--- src/common/asp_pkg.sv ---
// Purpose: shared constants and types for the arithmetic status and pointer mode block
// Assumes: 8-bit core datapath, 32-bit AXI4-Lite register bus
// Notes: byte offsets, field positions, reset values and encodings live here only
package asp_pkg;
    // register byte offsets
    localparam logic [7:0] ASP_STATUS_OFFS = 8'h04;
    localparam logic [7:0] ASP_PTR0_OFFS = 8'h08;
    localparam logic [7:0] ASP_PTR1_OFFS = 8'h0C;
    // field positions inside arith_status
    localparam int ASP_PTR1_MODE_LSB = 6;
    localparam int ASP_PTR0_MODE_LSB = 4;
    localparam int ASP_OV_BIT = 3;
    localparam int ASP_Z_BIT = 2;
    localparam int ASP_DC_BIT = 1;
    localparam int ASP_C_BIT = 0;
    // reset values: both pointers hold, flags cleared
    localparam logic [7:0] ASP_STATUS_RST = 8'hF0;
    localparam logic [7:0] ASP_PTR_RST = 8'h00;
    // pointer step mode codes, upper bit set means hold
    localparam logic [1:0] ASP_STEP_DEC = 2'h0;
    localparam logic [1:0] ASP_STEP_INC = 2'h1;
    // bus responses
    localparam logic [1:0] ASP_RESP_OKAY = 2'h0;
    localparam logic [1:0] ASP_RESP_SLVERR = 2'h2;
    // alu operations
    typedef enum logic [2:0] {
        ASP_OP_ADD = 3'h0,
        ASP_OP_SUB = 3'h1,
        ASP_OP_AND = 3'h2,
        ASP_OP_OR = 3'h3,
        ASP_OP_XOR = 3'h4,
        ASP_OP_MOV = 3'h5,
        ASP_OP_RLC = 3'h6,
        ASP_OP_RRC = 3'h7
    } asp_op_t;
    // one alu request from the core
    typedef struct packed {
        logic valid;
        asp_op_t op;
        logic [7:0] a;
        logic [7:0] b;
    } asp_alu_req_t;
    // registered alu answer
    typedef struct packed {
        logic valid;
        logic [7:0] data;
    } asp_alu_rsp_t;
endpackage : asp_pkg

--- src/design/asp_core.sv ---
// Purpose: arithmetic status flags and indirect pointer step control with AXI4-Lite access
// Assumes: single clock aclk, synchronous active-low reset, core inputs on the same clock
// Notes: one alu request per cycle, answer and flags one edge later
// Summary of operation
// RQ1: status bits 7:6 select pointer one step
// RQ2: status bits 5:4 select pointer zero step
// RQ3: overflow flag marks wrong signed sign change
// RQ4: zero flag marks zero arithmetic or logic result
// RQ5: add sets nibble carry from bit three
// RQ6: add sets carry from most significant bit
// RQ7: borrow gives carry flags inverted meaning
// RQ8: subtraction adds two's complement of operand
// RQ9: rotates load carry with shifted-out bit
// RQ10: pointer steps only after its indirect access
//
// Decided for this implementation: the AXI4-Lite register port.
module asp_core
    import asp_pkg::*;
#(
    parameter int ADDR_W = 8
) (
    // clock and reset
    input wire logic aclk,
    input wire logic aresetn,
    // axi4-lite write address
    input wire logic [ADDR_W-1:0] s_axi_awaddr,
    input wire logic s_axi_awvalid,
    output logic s_axi_awready,
    // axi4-lite write data
    input wire logic [31:0] s_axi_wdata,
    input wire logic [3:0] s_axi_wstrb,
    input wire logic s_axi_wvalid,
    output logic s_axi_wready,
    // axi4-lite write response
    output logic [1:0] s_axi_bresp,
    output logic s_axi_bvalid,
    input wire logic s_axi_bready,
    // axi4-lite read address
    input wire logic [ADDR_W-1:0] s_axi_araddr,
    input wire logic s_axi_arvalid,
    output logic s_axi_arready,
    // axi4-lite read data
    output logic [31:0] s_axi_rdata,
    output logic [1:0] s_axi_rresp,
    output logic s_axi_rvalid,
    input wire logic s_axi_rready,
    // core alu port
    input wire asp_alu_req_t alu_req,
    output asp_alu_rsp_t alu_rsp,
    // indirect access completion, bit 0 pointer zero, bit 1 pointer one
    input wire logic [1:0] ptr_access_done,
    // pointer and status views for the core
    output logic [7:0] indirect_pointer_zero,
    output logic [7:0] indirect_pointer_one,
    output logic [7:0] arith_status
);

    // ---------------- bus write side ----------------
    logic aw_held; // write address captured
    logic w_held; // write data captured
    logic [ADDR_W-1:0] aw_addr; // captured address
    logic [31:0] w_data; // captured data
    logic [3:0] w_strb; // captured strobes

    // each channel is free while nothing of it is held and no response waits
    assign s_axi_awready = !aw_held && !s_axi_bvalid;
    assign s_axi_wready = !w_held && !s_axi_bvalid;

    wire aw_take = s_axi_awvalid && s_axi_awready;
    wire w_take = s_axi_wvalid && s_axi_wready;
    wire wr_fire = aw_held && w_held; // both halves present, commit now
    wire [7:0] wr_addr8 = 8'(aw_addr);
    wire wr_low = w_strb[0]; // only byte lane 0 carries data
    wire wr_status = wr_fire && wr_low && (wr_addr8 == ASP_STATUS_OFFS);
    wire wr_ptr0 = wr_fire && wr_low && (wr_addr8 == ASP_PTR0_OFFS);
    wire wr_ptr1 = wr_fire && wr_low && (wr_addr8 == ASP_PTR1_OFFS);
    wire wr_mapped = (wr_addr8 == ASP_STATUS_OFFS) || (wr_addr8 == ASP_PTR0_OFFS)
        || (wr_addr8 == ASP_PTR1_OFFS);

    // capture address and data in either order, respond after both
    always_ff @(posedge aclk) begin
        if (!aresetn) begin
            aw_held <= 1'b0;
            w_held <= 1'b0;
            aw_addr <= '0;
            w_data <= 32'h00000000;
            w_strb <= 4'h0;
            s_axi_bvalid <= 1'b0;
            s_axi_bresp <= ASP_RESP_OKAY;
        end else begin
            if (aw_take) begin
                aw_held <= 1'b1;
                aw_addr <= s_axi_awaddr;
            end
            if (w_take) begin
                w_held <= 1'b1;
                w_data <= s_axi_wdata;
                w_strb <= s_axi_wstrb;
            end
            if (wr_fire) begin
                // commit and raise the response
                aw_held <= 1'b0;
                w_held <= 1'b0;
                s_axi_bvalid <= 1'b1;
                s_axi_bresp <= wr_mapped ? ASP_RESP_OKAY : ASP_RESP_SLVERR;
            end else if (s_axi_bvalid && s_axi_bready) begin
                s_axi_bvalid <= 1'b0; // response taken
            end
        end
    end

    // ---------------- bus read side ----------------
    assign s_axi_arready = !s_axi_rvalid;
    wire ar_take = s_axi_arvalid && s_axi_arready;
    wire [7:0] rd_addr8 = 8'(s_axi_araddr);
    wire rd_status = (rd_addr8 == ASP_STATUS_OFFS);
    wire rd_ptr0 = (rd_addr8 == ASP_PTR0_OFFS);
    wire rd_ptr1 = (rd_addr8 == ASP_PTR1_OFFS);
    wire [7:0] rd_byte = rd_status ? arith_status
        : rd_ptr0 ? indirect_pointer_zero
        : rd_ptr1 ? indirect_pointer_one : 8'h00;
    wire rd_mapped = rd_status || rd_ptr0 || rd_ptr1;

    // one read answered the edge after its address is taken
    always_ff @(posedge aclk) begin
        if (!aresetn) begin
            s_axi_rvalid <= 1'b0;
            s_axi_rdata <= 32'h00000000;
            s_axi_rresp <= ASP_RESP_OKAY;
        end else if (ar_take) begin
            s_axi_rvalid <= 1'b1;
            s_axi_rdata <= {24'h000000, rd_byte};
            s_axi_rresp <= rd_mapped ? ASP_RESP_OKAY : ASP_RESP_SLVERR;
        end else if (s_axi_rvalid && s_axi_rready) begin
            s_axi_rvalid <= 1'b0; // data taken
        end
    end

    // ---------------- alu datapath ----------------
    wire is_add = alu_req.valid && (alu_req.op == ASP_OP_ADD);
    wire is_sub = alu_req.valid && (alu_req.op == ASP_OP_SUB);
    wire is_rlc = alu_req.valid && (alu_req.op == ASP_OP_RLC);
    wire is_rrc = alu_req.valid && (alu_req.op == ASP_OP_RRC);
    wire is_arith = is_add || is_sub;
    wire sets_zero = alu_req.valid && !is_rlc && !is_rrc; // rotates touch only carry
    wire carry_in = arith_status[ASP_C_BIT];
    // subtraction adds the two's complement of b as inverted b plus a carry in,
    // so the carry reads no borrow when b is zero, the nibble carry when its low nibble is zero
    wire [7:0] b_op = is_sub ? ~alu_req.b : alu_req.b; // [RQ8]
    wire [8:0] sum9 = {1'b0, alu_req.a} + {1'b0, b_op} + {8'h00, is_sub}; // [RQ8]
    wire [4:0] nib5 = {1'b0, alu_req.a[3:0]} + {1'b0, b_op[3:0]} + {4'h0, is_sub};
    logic [7:0] result;

    // result selection
    always_comb begin
        unique case (alu_req.op)
            ASP_OP_ADD, ASP_OP_SUB: result = sum9[7:0];
            ASP_OP_AND: result = alu_req.a & alu_req.b;
            ASP_OP_OR: result = alu_req.a | alu_req.b;
            ASP_OP_XOR: result = alu_req.a ^ alu_req.b;
            ASP_OP_MOV: result = alu_req.a;
            ASP_OP_RLC: result = {alu_req.a[6:0], carry_in};
            ASP_OP_RRC: result = {carry_in, alu_req.a[7:1]};
        endcase
    end

    // signed overflow: operands share a sign that the result lost
    wire ov_new = (alu_req.a[7] == b_op[7]) && (result[7] != alu_req.a[7]); // [RQ3]
    // carry set means carry out, or for subtraction no borrow
    wire c_new = sum9[8]; // [RQ6] [RQ7]
    wire dc_new = nib5[4]; // [RQ5] [RQ7]
    wire rot_c = is_rlc ? alu_req.a[7] : alu_req.a[0]; // [RQ9]

    // status next value: software first, then hardware flag updates win
    logic [7:0] next_status;
    always_comb begin
        next_status = arith_status;
        if (wr_status) begin
            next_status = w_data[7:0];
        end
        if (is_arith) begin
            next_status[ASP_OV_BIT] = ov_new; // [RQ3]
            next_status[ASP_DC_BIT] = dc_new; // [RQ5] [RQ7]
            next_status[ASP_C_BIT] = c_new; // [RQ6] [RQ7]
        end
        if (sets_zero) begin
            next_status[ASP_Z_BIT] = (result == 8'h00); // [RQ4]
        end
        if (is_rlc || is_rrc) begin
            next_status[ASP_C_BIT] = rot_c; // [RQ9]
        end
    end

    // status register and registered alu answer
    always_ff @(posedge aclk) begin
        if (!aresetn) begin
            arith_status <= ASP_STATUS_RST;
            alu_rsp <= '0;
        end else begin
            arith_status <= next_status;
            alu_rsp.valid <= alu_req.valid;
            if (alu_req.valid) begin
                alu_rsp.data <= result;
            end
        end
    end

    // ---------------- pointer stepping ----------------
    wire [1:0] mode0 = arith_status[ASP_PTR0_MODE_LSB +: 2]; // [RQ2]
    wire [1:0] mode1 = arith_status[ASP_PTR1_MODE_LSB +: 2]; // [RQ1]
    logic [7:0] ptr_q [2];
    logic [7:0] next_ptr [2];
    wire [1:0] ptr_mode [2];
    wire ptr_wr [2];
    assign ptr_mode[0] = mode0;
    assign ptr_mode[1] = mode1;
    assign ptr_wr[0] = wr_ptr0;
    assign ptr_wr[1] = wr_ptr1;

    // one stepper per pointer; software load wins over a step
    for (genvar i = 0; i < 2; i++) begin : g_ptr
        always_comb begin
            next_ptr[i] = ptr_q[i];
            if (ptr_wr[i]) begin
                next_ptr[i] = w_data[7:0];
            end else if (ptr_access_done[i]) begin // [RQ10]
                if (ptr_mode[i] == ASP_STEP_DEC) begin
                    next_ptr[i] = ptr_q[i] - 8'h01; // [RQ1] [RQ2]
                end else if (ptr_mode[i] == ASP_STEP_INC) begin
                    next_ptr[i] = ptr_q[i] + 8'h01; // [RQ1] [RQ2]
                end
            end
        end
        always_ff @(posedge aclk) begin
            if (!aresetn) begin
                ptr_q[i] <= ASP_PTR_RST;
            end else begin
                ptr_q[i] <= next_ptr[i];
            end
        end
    end
    assign indirect_pointer_zero = ptr_q[0];
    assign indirect_pointer_one = ptr_q[1];

    // helper sums recomputed independently of the datapath
    wire [8:0] chk_add9 = {1'b0, alu_req.a} + {1'b0, alu_req.b};
    wire [4:0] chk_nib5 = {1'b0, alu_req.a[3:0]} + {1'b0, alu_req.b[3:0]};
endmodule : asp_core

--- config.mk ---
export PLATFORM = sky130hd
export DESIGN_NAME = asp_core
export DESIGN_NICKNAME = d
export VERILOG_FILES = /design/src/common/asp_pkg.sv /design/src/design/asp_core.sv
export SDC_FILE = /design/constraint.sdc
export NUM_CORES = 1
export LEC_CHECK = 0
export BUFFER_PORTS_ARGS = -buffer_cell sky130_fd_sc_hd__clkbuf_2
export CORE_MARGIN = 5
export CORE_UTILIZATION = 40
export CTS_CLUSTER_DIAMETER = 80
export DETAILED_ROUTE_END_ITERATION = 12
export PLACE_DENSITY = 0.69
export SLEW_MARGIN = 5
export SYNTH_ARGS = -nofsm -noshare
export SYNTH_HDL_FRONTEND = slang
export SYNTH_SLANG_ARGS = --single-unit
--- constraint.sdc ---
create_clock -name aclk -period 2.9 [get_ports aclk]
set_input_delay 0 -clock aclk [delete_from_list [all_inputs] [get_ports aclk]]
set_output_delay 0 -clock aclk [all_outputs]
set_load 0.1 [all_outputs]
=== Word level (Yosys, flattened, before mapping) ===
Memories as Yosys holds them, arrays and structs flattened.
Index checks and enable logic that the tools add are counted.

* Add/sub/neg operators: 8
* Equality and inequality tests: 17
* Multiplexer cells: 29
* Bitwise logic cells: 7
* Reduce and logical (&&, ||, !) cells: 42

{| class="wikitable"
|+ Operators with widths
! cell !! number
|-
| $mux 8 || 14
|-
| $pmux 8 s7 || 1
|-
| $eq 8x4->1 const B || 4
|-
| $logic_and 1x1->1 || 19
|-
| $add 8x1->8 const B || 2
|-
| $eq 8x3->1 const B || 2
|-
| $sub 8x1->8 const B || 2
|-
| $eq 3x3->1 const B || 4
|-
| $mux 1 || 10
|-
| $add 8x8->9 || 1
|-
| $add 9x1->9 || 1
|-
| $and 8x8->8 || 1
|-
| $logic_not 8->1 || 1
|-
| $not 8->8 || 1
|-
| $or 8x8->8 || 1
|-
| $reduce_bool 2->1 || 4
|-
| $xor 8x8->8 || 1
|-
| $eq 3x2->1 const B || 2
|-
| $logic_not 1->1 || 6
|-
| $logic_or 1x1->1 || 6
|-
| $mux 2 || 3
|-
| $add 4x4->5 || 1
|-
| $add 5x1->5 || 1
|-
| $eq 2x1->1 const B || 2
|-
| other kinds (10) || 13
|}

* Register bits: 50
* Bits in writable memories: 16
* Bits of input ports: 81
* Output and inout bits: 74
* Logic and storage cells: 120
* Memories kept: 1

{| class="wikitable"
|+ Memory list
! memory !! depth !! bits a word !! read ports !! clocked after Yosys merged registers in !! wr ports !! RTL line !! source
|-
| ptr_q || 2 || 8 || 2 || 0 || 2 || asp_core.sv:211 || <nowiki>logic [7:0] ptr_q [2];</nowiki>
|}

=== Depth between registers and ports, before layout ===
* Word-level depth: 9
* Gate-level depth with buffers: 12
* Mapped depth without buffers: 10

=== Worst setup path before layout ===
Ideal clock, no wire load.

* Path kind: flip-flop to flip-flop
* From: register s_axi_bvalid
* To: register w_data[0]
* Setup time: 132 ps
* Arrival: 2807 ps
* Data required time: 2768 ps
* Path slack: -39 ps
* Stages on the path, launching flop included: 5
* Path buffers: 0
* Period minus slack after synthesis: 2939 ps
* Cells stage by stage: dfxtp_1 -> nor2_1 -> nand2_1 -> nand2_1 -> a21oi_1

* Cells in the longest elaborated chain, start to end: 3

{| class="wikitable"
|+ RTL lines
! element !! RTL line !! source
|-
| start, declared || asp_core.sv:36 || <nowiki>output logic s_axi_bvalid,</nowiki>
|-
| start signal, assigned || asp_core.sv:88 || <nowiki>s_axi_bvalid <= 1'b0;</nowiki>
|-
| start signal, assigned || asp_core.sv:104 || <nowiki>s_axi_bvalid <= 1'b1;</nowiki>
|-
| start signal, assigned || asp_core.sv:107 || <nowiki>s_axi_bvalid <= 1'b0;</nowiki>
|-
| $logic_not 1->1 || asp_core.sv:67 || <nowiki>assign s_axi_wready = !w_held && !s_axi_bvalid;</nowiki>
|-
| $logic_and 1x1->1 || asp_core.sv:67 ||
|-
| net s_axi_wready || asp_core.sv:33 || <nowiki>output logic s_axi_wready,</nowiki>
|-
| $logic_and 1x1->1 || asp_core.sv:70 || <nowiki>wire w_take = s_axi_wvalid && s_axi_wready;</nowiki>
|-
| end signal, assigned || asp_core.sv:97 || <nowiki>w_data <= s_axi_wdata;</nowiki>
|-
| end, declared || asp_core.sv:62 || <nowiki>logic [31:0] w_data;</nowiki>
|}

The timed path passes the listed nets, and every way through them passes these cells.
A chain may end at the register's enable or synchronous reset.

=== Worst setup path after layout ===
* From: input alu_req[18] in the netlist's numbering
* To: register arith_status[2]

* Cells in the longest elaborated chain, start to end: 8
* Elaborated cells on any way between the ends: 23
* Classes of those cells: add/sub (2); eq/ne (7); mux (3); reduce/logical (11)

{| class="wikitable"
|+ RTL lines
! element !! RTL line !! source
|-
| start, declared || asp_core.sv:48 || <nowiki>input wire asp_alu_req_t alu_req,</nowiki>
|-
| $eq 3x1->1 || asp_core.sv:141, asp_core.sv:156 ||
|-
| $logic_and 1x1->1 || asp_core.sv:141 || <nowiki>wire is_sub = alu_req.valid && (alu_req.op == ASP_OP_SUB);</nowiki>
|-
| $mux 8 || asp_core.sv:149 || <nowiki>wire [7:0] b_op = is_sub ? ~alu_req.b : alu_req.b;</nowiki>
|-
| $add 8x8->9 || asp_core.sv:150 || <nowiki>wire [8:0] sum9 = {1'b0, alu_req.a} + {1'b0, b_op} + {8'h00, is_sub};</nowiki>
|-
| $add 9x1->9 || asp_core.sv:150 ||
|-
| $pmux 8 s7 || asp_core.sv:156 || <nowiki>unique case (alu_req.op)</nowiki>
|-
| $logic_not 8->1 || asp_core.sv:187 || <nowiki>next_status[ASP_Z_BIT] = (result == 8'h00);</nowiki>
|-
| $mux 1 || asp_core.sv:186 || <nowiki>if (sets_zero) begin</nowiki>
|-
| end signal, assigned || asp_core.sv:200 || <nowiki>arith_status <= next_status;</nowiki>
|-
| end, declared || asp_core.sv:55 || <nowiki>output logic [7:0] arith_status</nowiki>
|}

Several ways; a longest one is shown, not always the timed one.

==> results.json <==
{
  "min_period_over_period_pct": 78.87,
  "fin_area_mm2": 0.005648,
  "ys.flop_type": "dfxtp_1",
  "drv_slew": 0,
  "synth.cell_area_mm2": 0.004621,
  "yosysSeqAreaShare_pct": 27.73,
  "via_count": 4454,
  "place.gp.congestion": 0.9326,
  "ir_drop_mv": 0.3274,
  "ant_nets": 0,
  "synth_top_area_cell": "dfxtp_1",
  "cts.sinks": 64,
  "vias_per_cell": 5.341,
  "antenna_found_initial": 0,
  "min_period_ps": 2287,
  "die_width_um": 117.5,
  "crit_path_max_fanout": 8,
  "fmax_ghz": 0.4372,
  "setup_viol": 0,
  "switching_share_pct": 35.97,
  "n_antenna_cell": 0,
  "nFillCells": 1110,
  "rrSetupSlack_ps": 640,
  "p_leak_nw": 2.625,
  "critPathKind": "in2reg",
  "synth-seq-cells": 64,
  "synth_edf_count": 0,
  "layout.nets": 806,
  "grt_pass1_wl_mm": 21.05,
  "portBuffers": 101,
  "combPwrFrac_pct": 27.6,
  "synthArstFlopShare_pct": 0,
  "critPathLaunch": "alu_req[18]",
  "cp-endpoint": "arith_status[2]",
  "max_cap_violations": 0,
  "tightest_slew_ps": 624.6,
  "p_sw_mw": 1.016,
  "syn_to_final_growth_pct": 22.23,
  "syn_avg_cell_area_um2": 8.022,
  "instances_no_fill": 834,
  "die_area_mm2": 0.01380,
  "core-area_mm2": 0.01137,
  "worstSetupEndpointType": "flop",
  "yosysUniqueCellTypes": 56,
  "setup_tns_ps": 0,
  "p_int_mw": 1.808,
  "yosys.cell_count.top_type": "nand2_1",
  "power.density_mw_per_mm2": 500.0,
  "yosysWarnings": 0,
  "dieHeight_um": 117.5,
  "seq_area_mm2": 0.001281,
  "multi_input_area_mm2": 0.002988,
  "clockBufferDepth": 2,
  "cts_repair_resize_count": 0,
  "worstSetupStartpointType": "primary input",
  "worstPathArrival_ps": 2510,
  "numCtsBuffers": 9,
  "htreeDepth": 3,
  "reg2reg_depth": 5,
  "routedWlPerCell_um": 15.42,
  "required_ps": 3120,
  "rsz0062_at_grt": "false",
  "ios": 155,
  "total_power_mw": 2.824,
  "synthesis.instances": 576,
  "cts_tree": "done",
  "wirelength_mm": 12.86,
  "path_clk_slew_ps": 50,
  "clock-root-buffer": "clkbuf_16",
  "start_util_pct": 40.64,
  "place_area_mm2": 0.005149,
  "dp.cells": 798,
  "synth_top_area_share_pct": 27.73,
  "grt_start_max_net_pins": 30,
  "r2r_start": "aw_addr[6]",
  "drc": 0,
  "hold_violations": 0,
  "ys_top_cells_by_count": "nand2_1 (76), dfxtp_1 (64), a21oi_1 (50)",
  "hold_path_class": "in2reg",
  "seqPwrFrac_pct": 34.1,
  "drt_iter0_drc": 233,
  "grt_usage_pct": 18.15,
  "fin_worst_skew_ps": 6.679,
  "clock_latency_ps": 330,
  "dp_hpwl_mm": 9.667,
  "grt_pass1_vias": 4336,
  "max-slew-margin-rel_pct": 58.24,
  "synthTopCellsByArea": "dfxtp_1 (28%), ha_1 (9.7%), nand2_1 (6.2%)",
  "crit-reg2reg-capture": "ptr_q[0][6]",
  "layout-drive-gt1-share_pct": 20.12,
  "clkPwrFrac_pct": 38.3,
  "status": "complete, no violations",
  "grt_overflow_total": 0,
  "rows": 39,
  "drtPass1Iterations": 5
}
-- what timing repair did --
action,4_1_cts,5_1_grt
setup buffers,0,0
hold buffers,20,0
hold endpoints to repair,19,0
-- worst min path at each step --
stage	from	end	slack, ps	cells after the start
6_report	s_axi_araddr[2]	s_axi_rresp[1]	30	4
5_1_grt	s_axi_araddr[2]	s_axi_rresp[1]	50	4
4_1_cts	s_axi_araddr[2]	s_axi_rresp[1]	20	4
3_5_place_dp	s_axi_rready	s_axi_rvalid	200	2
3_3_place_gp	s_axi_rready	s_axi_rvalid	190	2
2_1_floorplan	s_axi_rready	s_axi_rvalid	100	1
-- cells by family (layout without fill, tap and decap cells) --
| group | after synthesis | after routing | share of synthesized area, % |
|---|---|---|---|
| flops | 64 | 64 | 27.73 |
| fa+ha+maj | 39 | 39 | 11.05 |
| compound gates | 148 | 148 | 20.28 |
| simple gates | 180 | 180 | 18.55 |
| buf+inv | 90 | 180 | 9.748 |
| xor+xnor | 22 | 22 | 4.170 |
| mux | 32 | 32 | 8.394 |
| other cells | 1 | 26 | 0.08116 |
-- critical path: stages --
cell and delay (ps):
clkbuf_2 90, nand4bb_1 220, buf_4 210, nor2_1 100, a21oi_1 60, fa_1 400, nand2b_1 180, a21oi_1 200
mux2_2 360, nor4_1 350, nor2_1 80, a41o_1 250
-- through the flow --
stage,utilization [%],hold WS [ps],setup slack (ps)
final,49.68,31.70,612.7
after global routing,49.68,51.89,466.7
after CTS,49.68,23.17,640.4
after detailed placement,45.28,199.6,302.9
after global placement,45.28,190.5,305.3
after floorplan,-,99.02,187.2
-- flip-flops by register name, summed over array words and instances (netlist names), 8 cells and up --
signal,cells
aw_addr,8
w_data,8
s_axi_rdata,8
ptr_q,16
alu_rsp,9
arith_status,8
-- power by group through the flow --
| stage | combinational (mW) | sequential (mW) | clock (mW) |
|---|---|---|---|
| CTS | 0.780 | 0.962 | 1.10 |
| global placement | 0.743 | 0.979 | 0 |
| global route | 0.833 | 0.968 | 1.14 |
| floorplan | 0.470 | 1.14 | 0 |
| finish | 0.780 | 0.962 | 1.08 |
| detailed placement | 0.756 | 0.981 | 0 |
-- cell usage in the layout, fill, tap and decap left out, drive strengths merged, types with 3 or more instances in the layout --
| cell type | count |
|---|---|
| a211oi | 15 |
| a21o | 3 |
| a21oi | 50 |
| a221oi | 9 |
| a311oi | 3 |
| a31oi | 5 |
| and2 | 3 |
| and3 | 5 |
| buf | 9 |
| clkbuf | 112 |
| clkinv | 4 |
| conb | 26 |
| dfxtp | 64 |
| dlygate4sd3 | 20 |
| fa | 3 |
| ha | 36 |
| inv | 33 |
| mux2 | 4 |
| mux2i | 23 |
| mux4 | 5 |
| nand2 | 76 |
| nand2b | 10 |
| nand3 | 11 |
| nand3b | 3 |
| nand4 | 4 |
| nor2 | 35 |
| nor2b | 9 |
| nor3 | 11 |
| nor4 | 5 |
| o211a | 3 |
| o211ai | 4 |
| o21a | 3 |
| o21ai | 34 |
| o21bai | 3 |
| o311ai | 3 |
| xnor2 | 18 |
| xor2 | 4 |
-- metal layers --
layer	up-vias	routed length (µm)	track usage (%)
li1	2214	-	-
met1	2078	5633	22.87
met2	142	6187	30.62
met3	20	844	4.950
met4	0	196	4.731
met5	-	0	0
-- cell type report --
| class | count | share of cell area, % |
|---|---|---|
| Inverter | 34 | 2.260 |
| Clock buffer | 11 | 4.298 |
| Multi-Input combinational cell | 447 | 52.90 |
| Clock inverter | 5 | 0.9969 |
| Timing Repair Buffer | 130 | 13.69 |
| Sequential cell | 64 | 22.68 |
| Tap cell | 143 | 3.168 |
(Power assumes the default switching activity.)
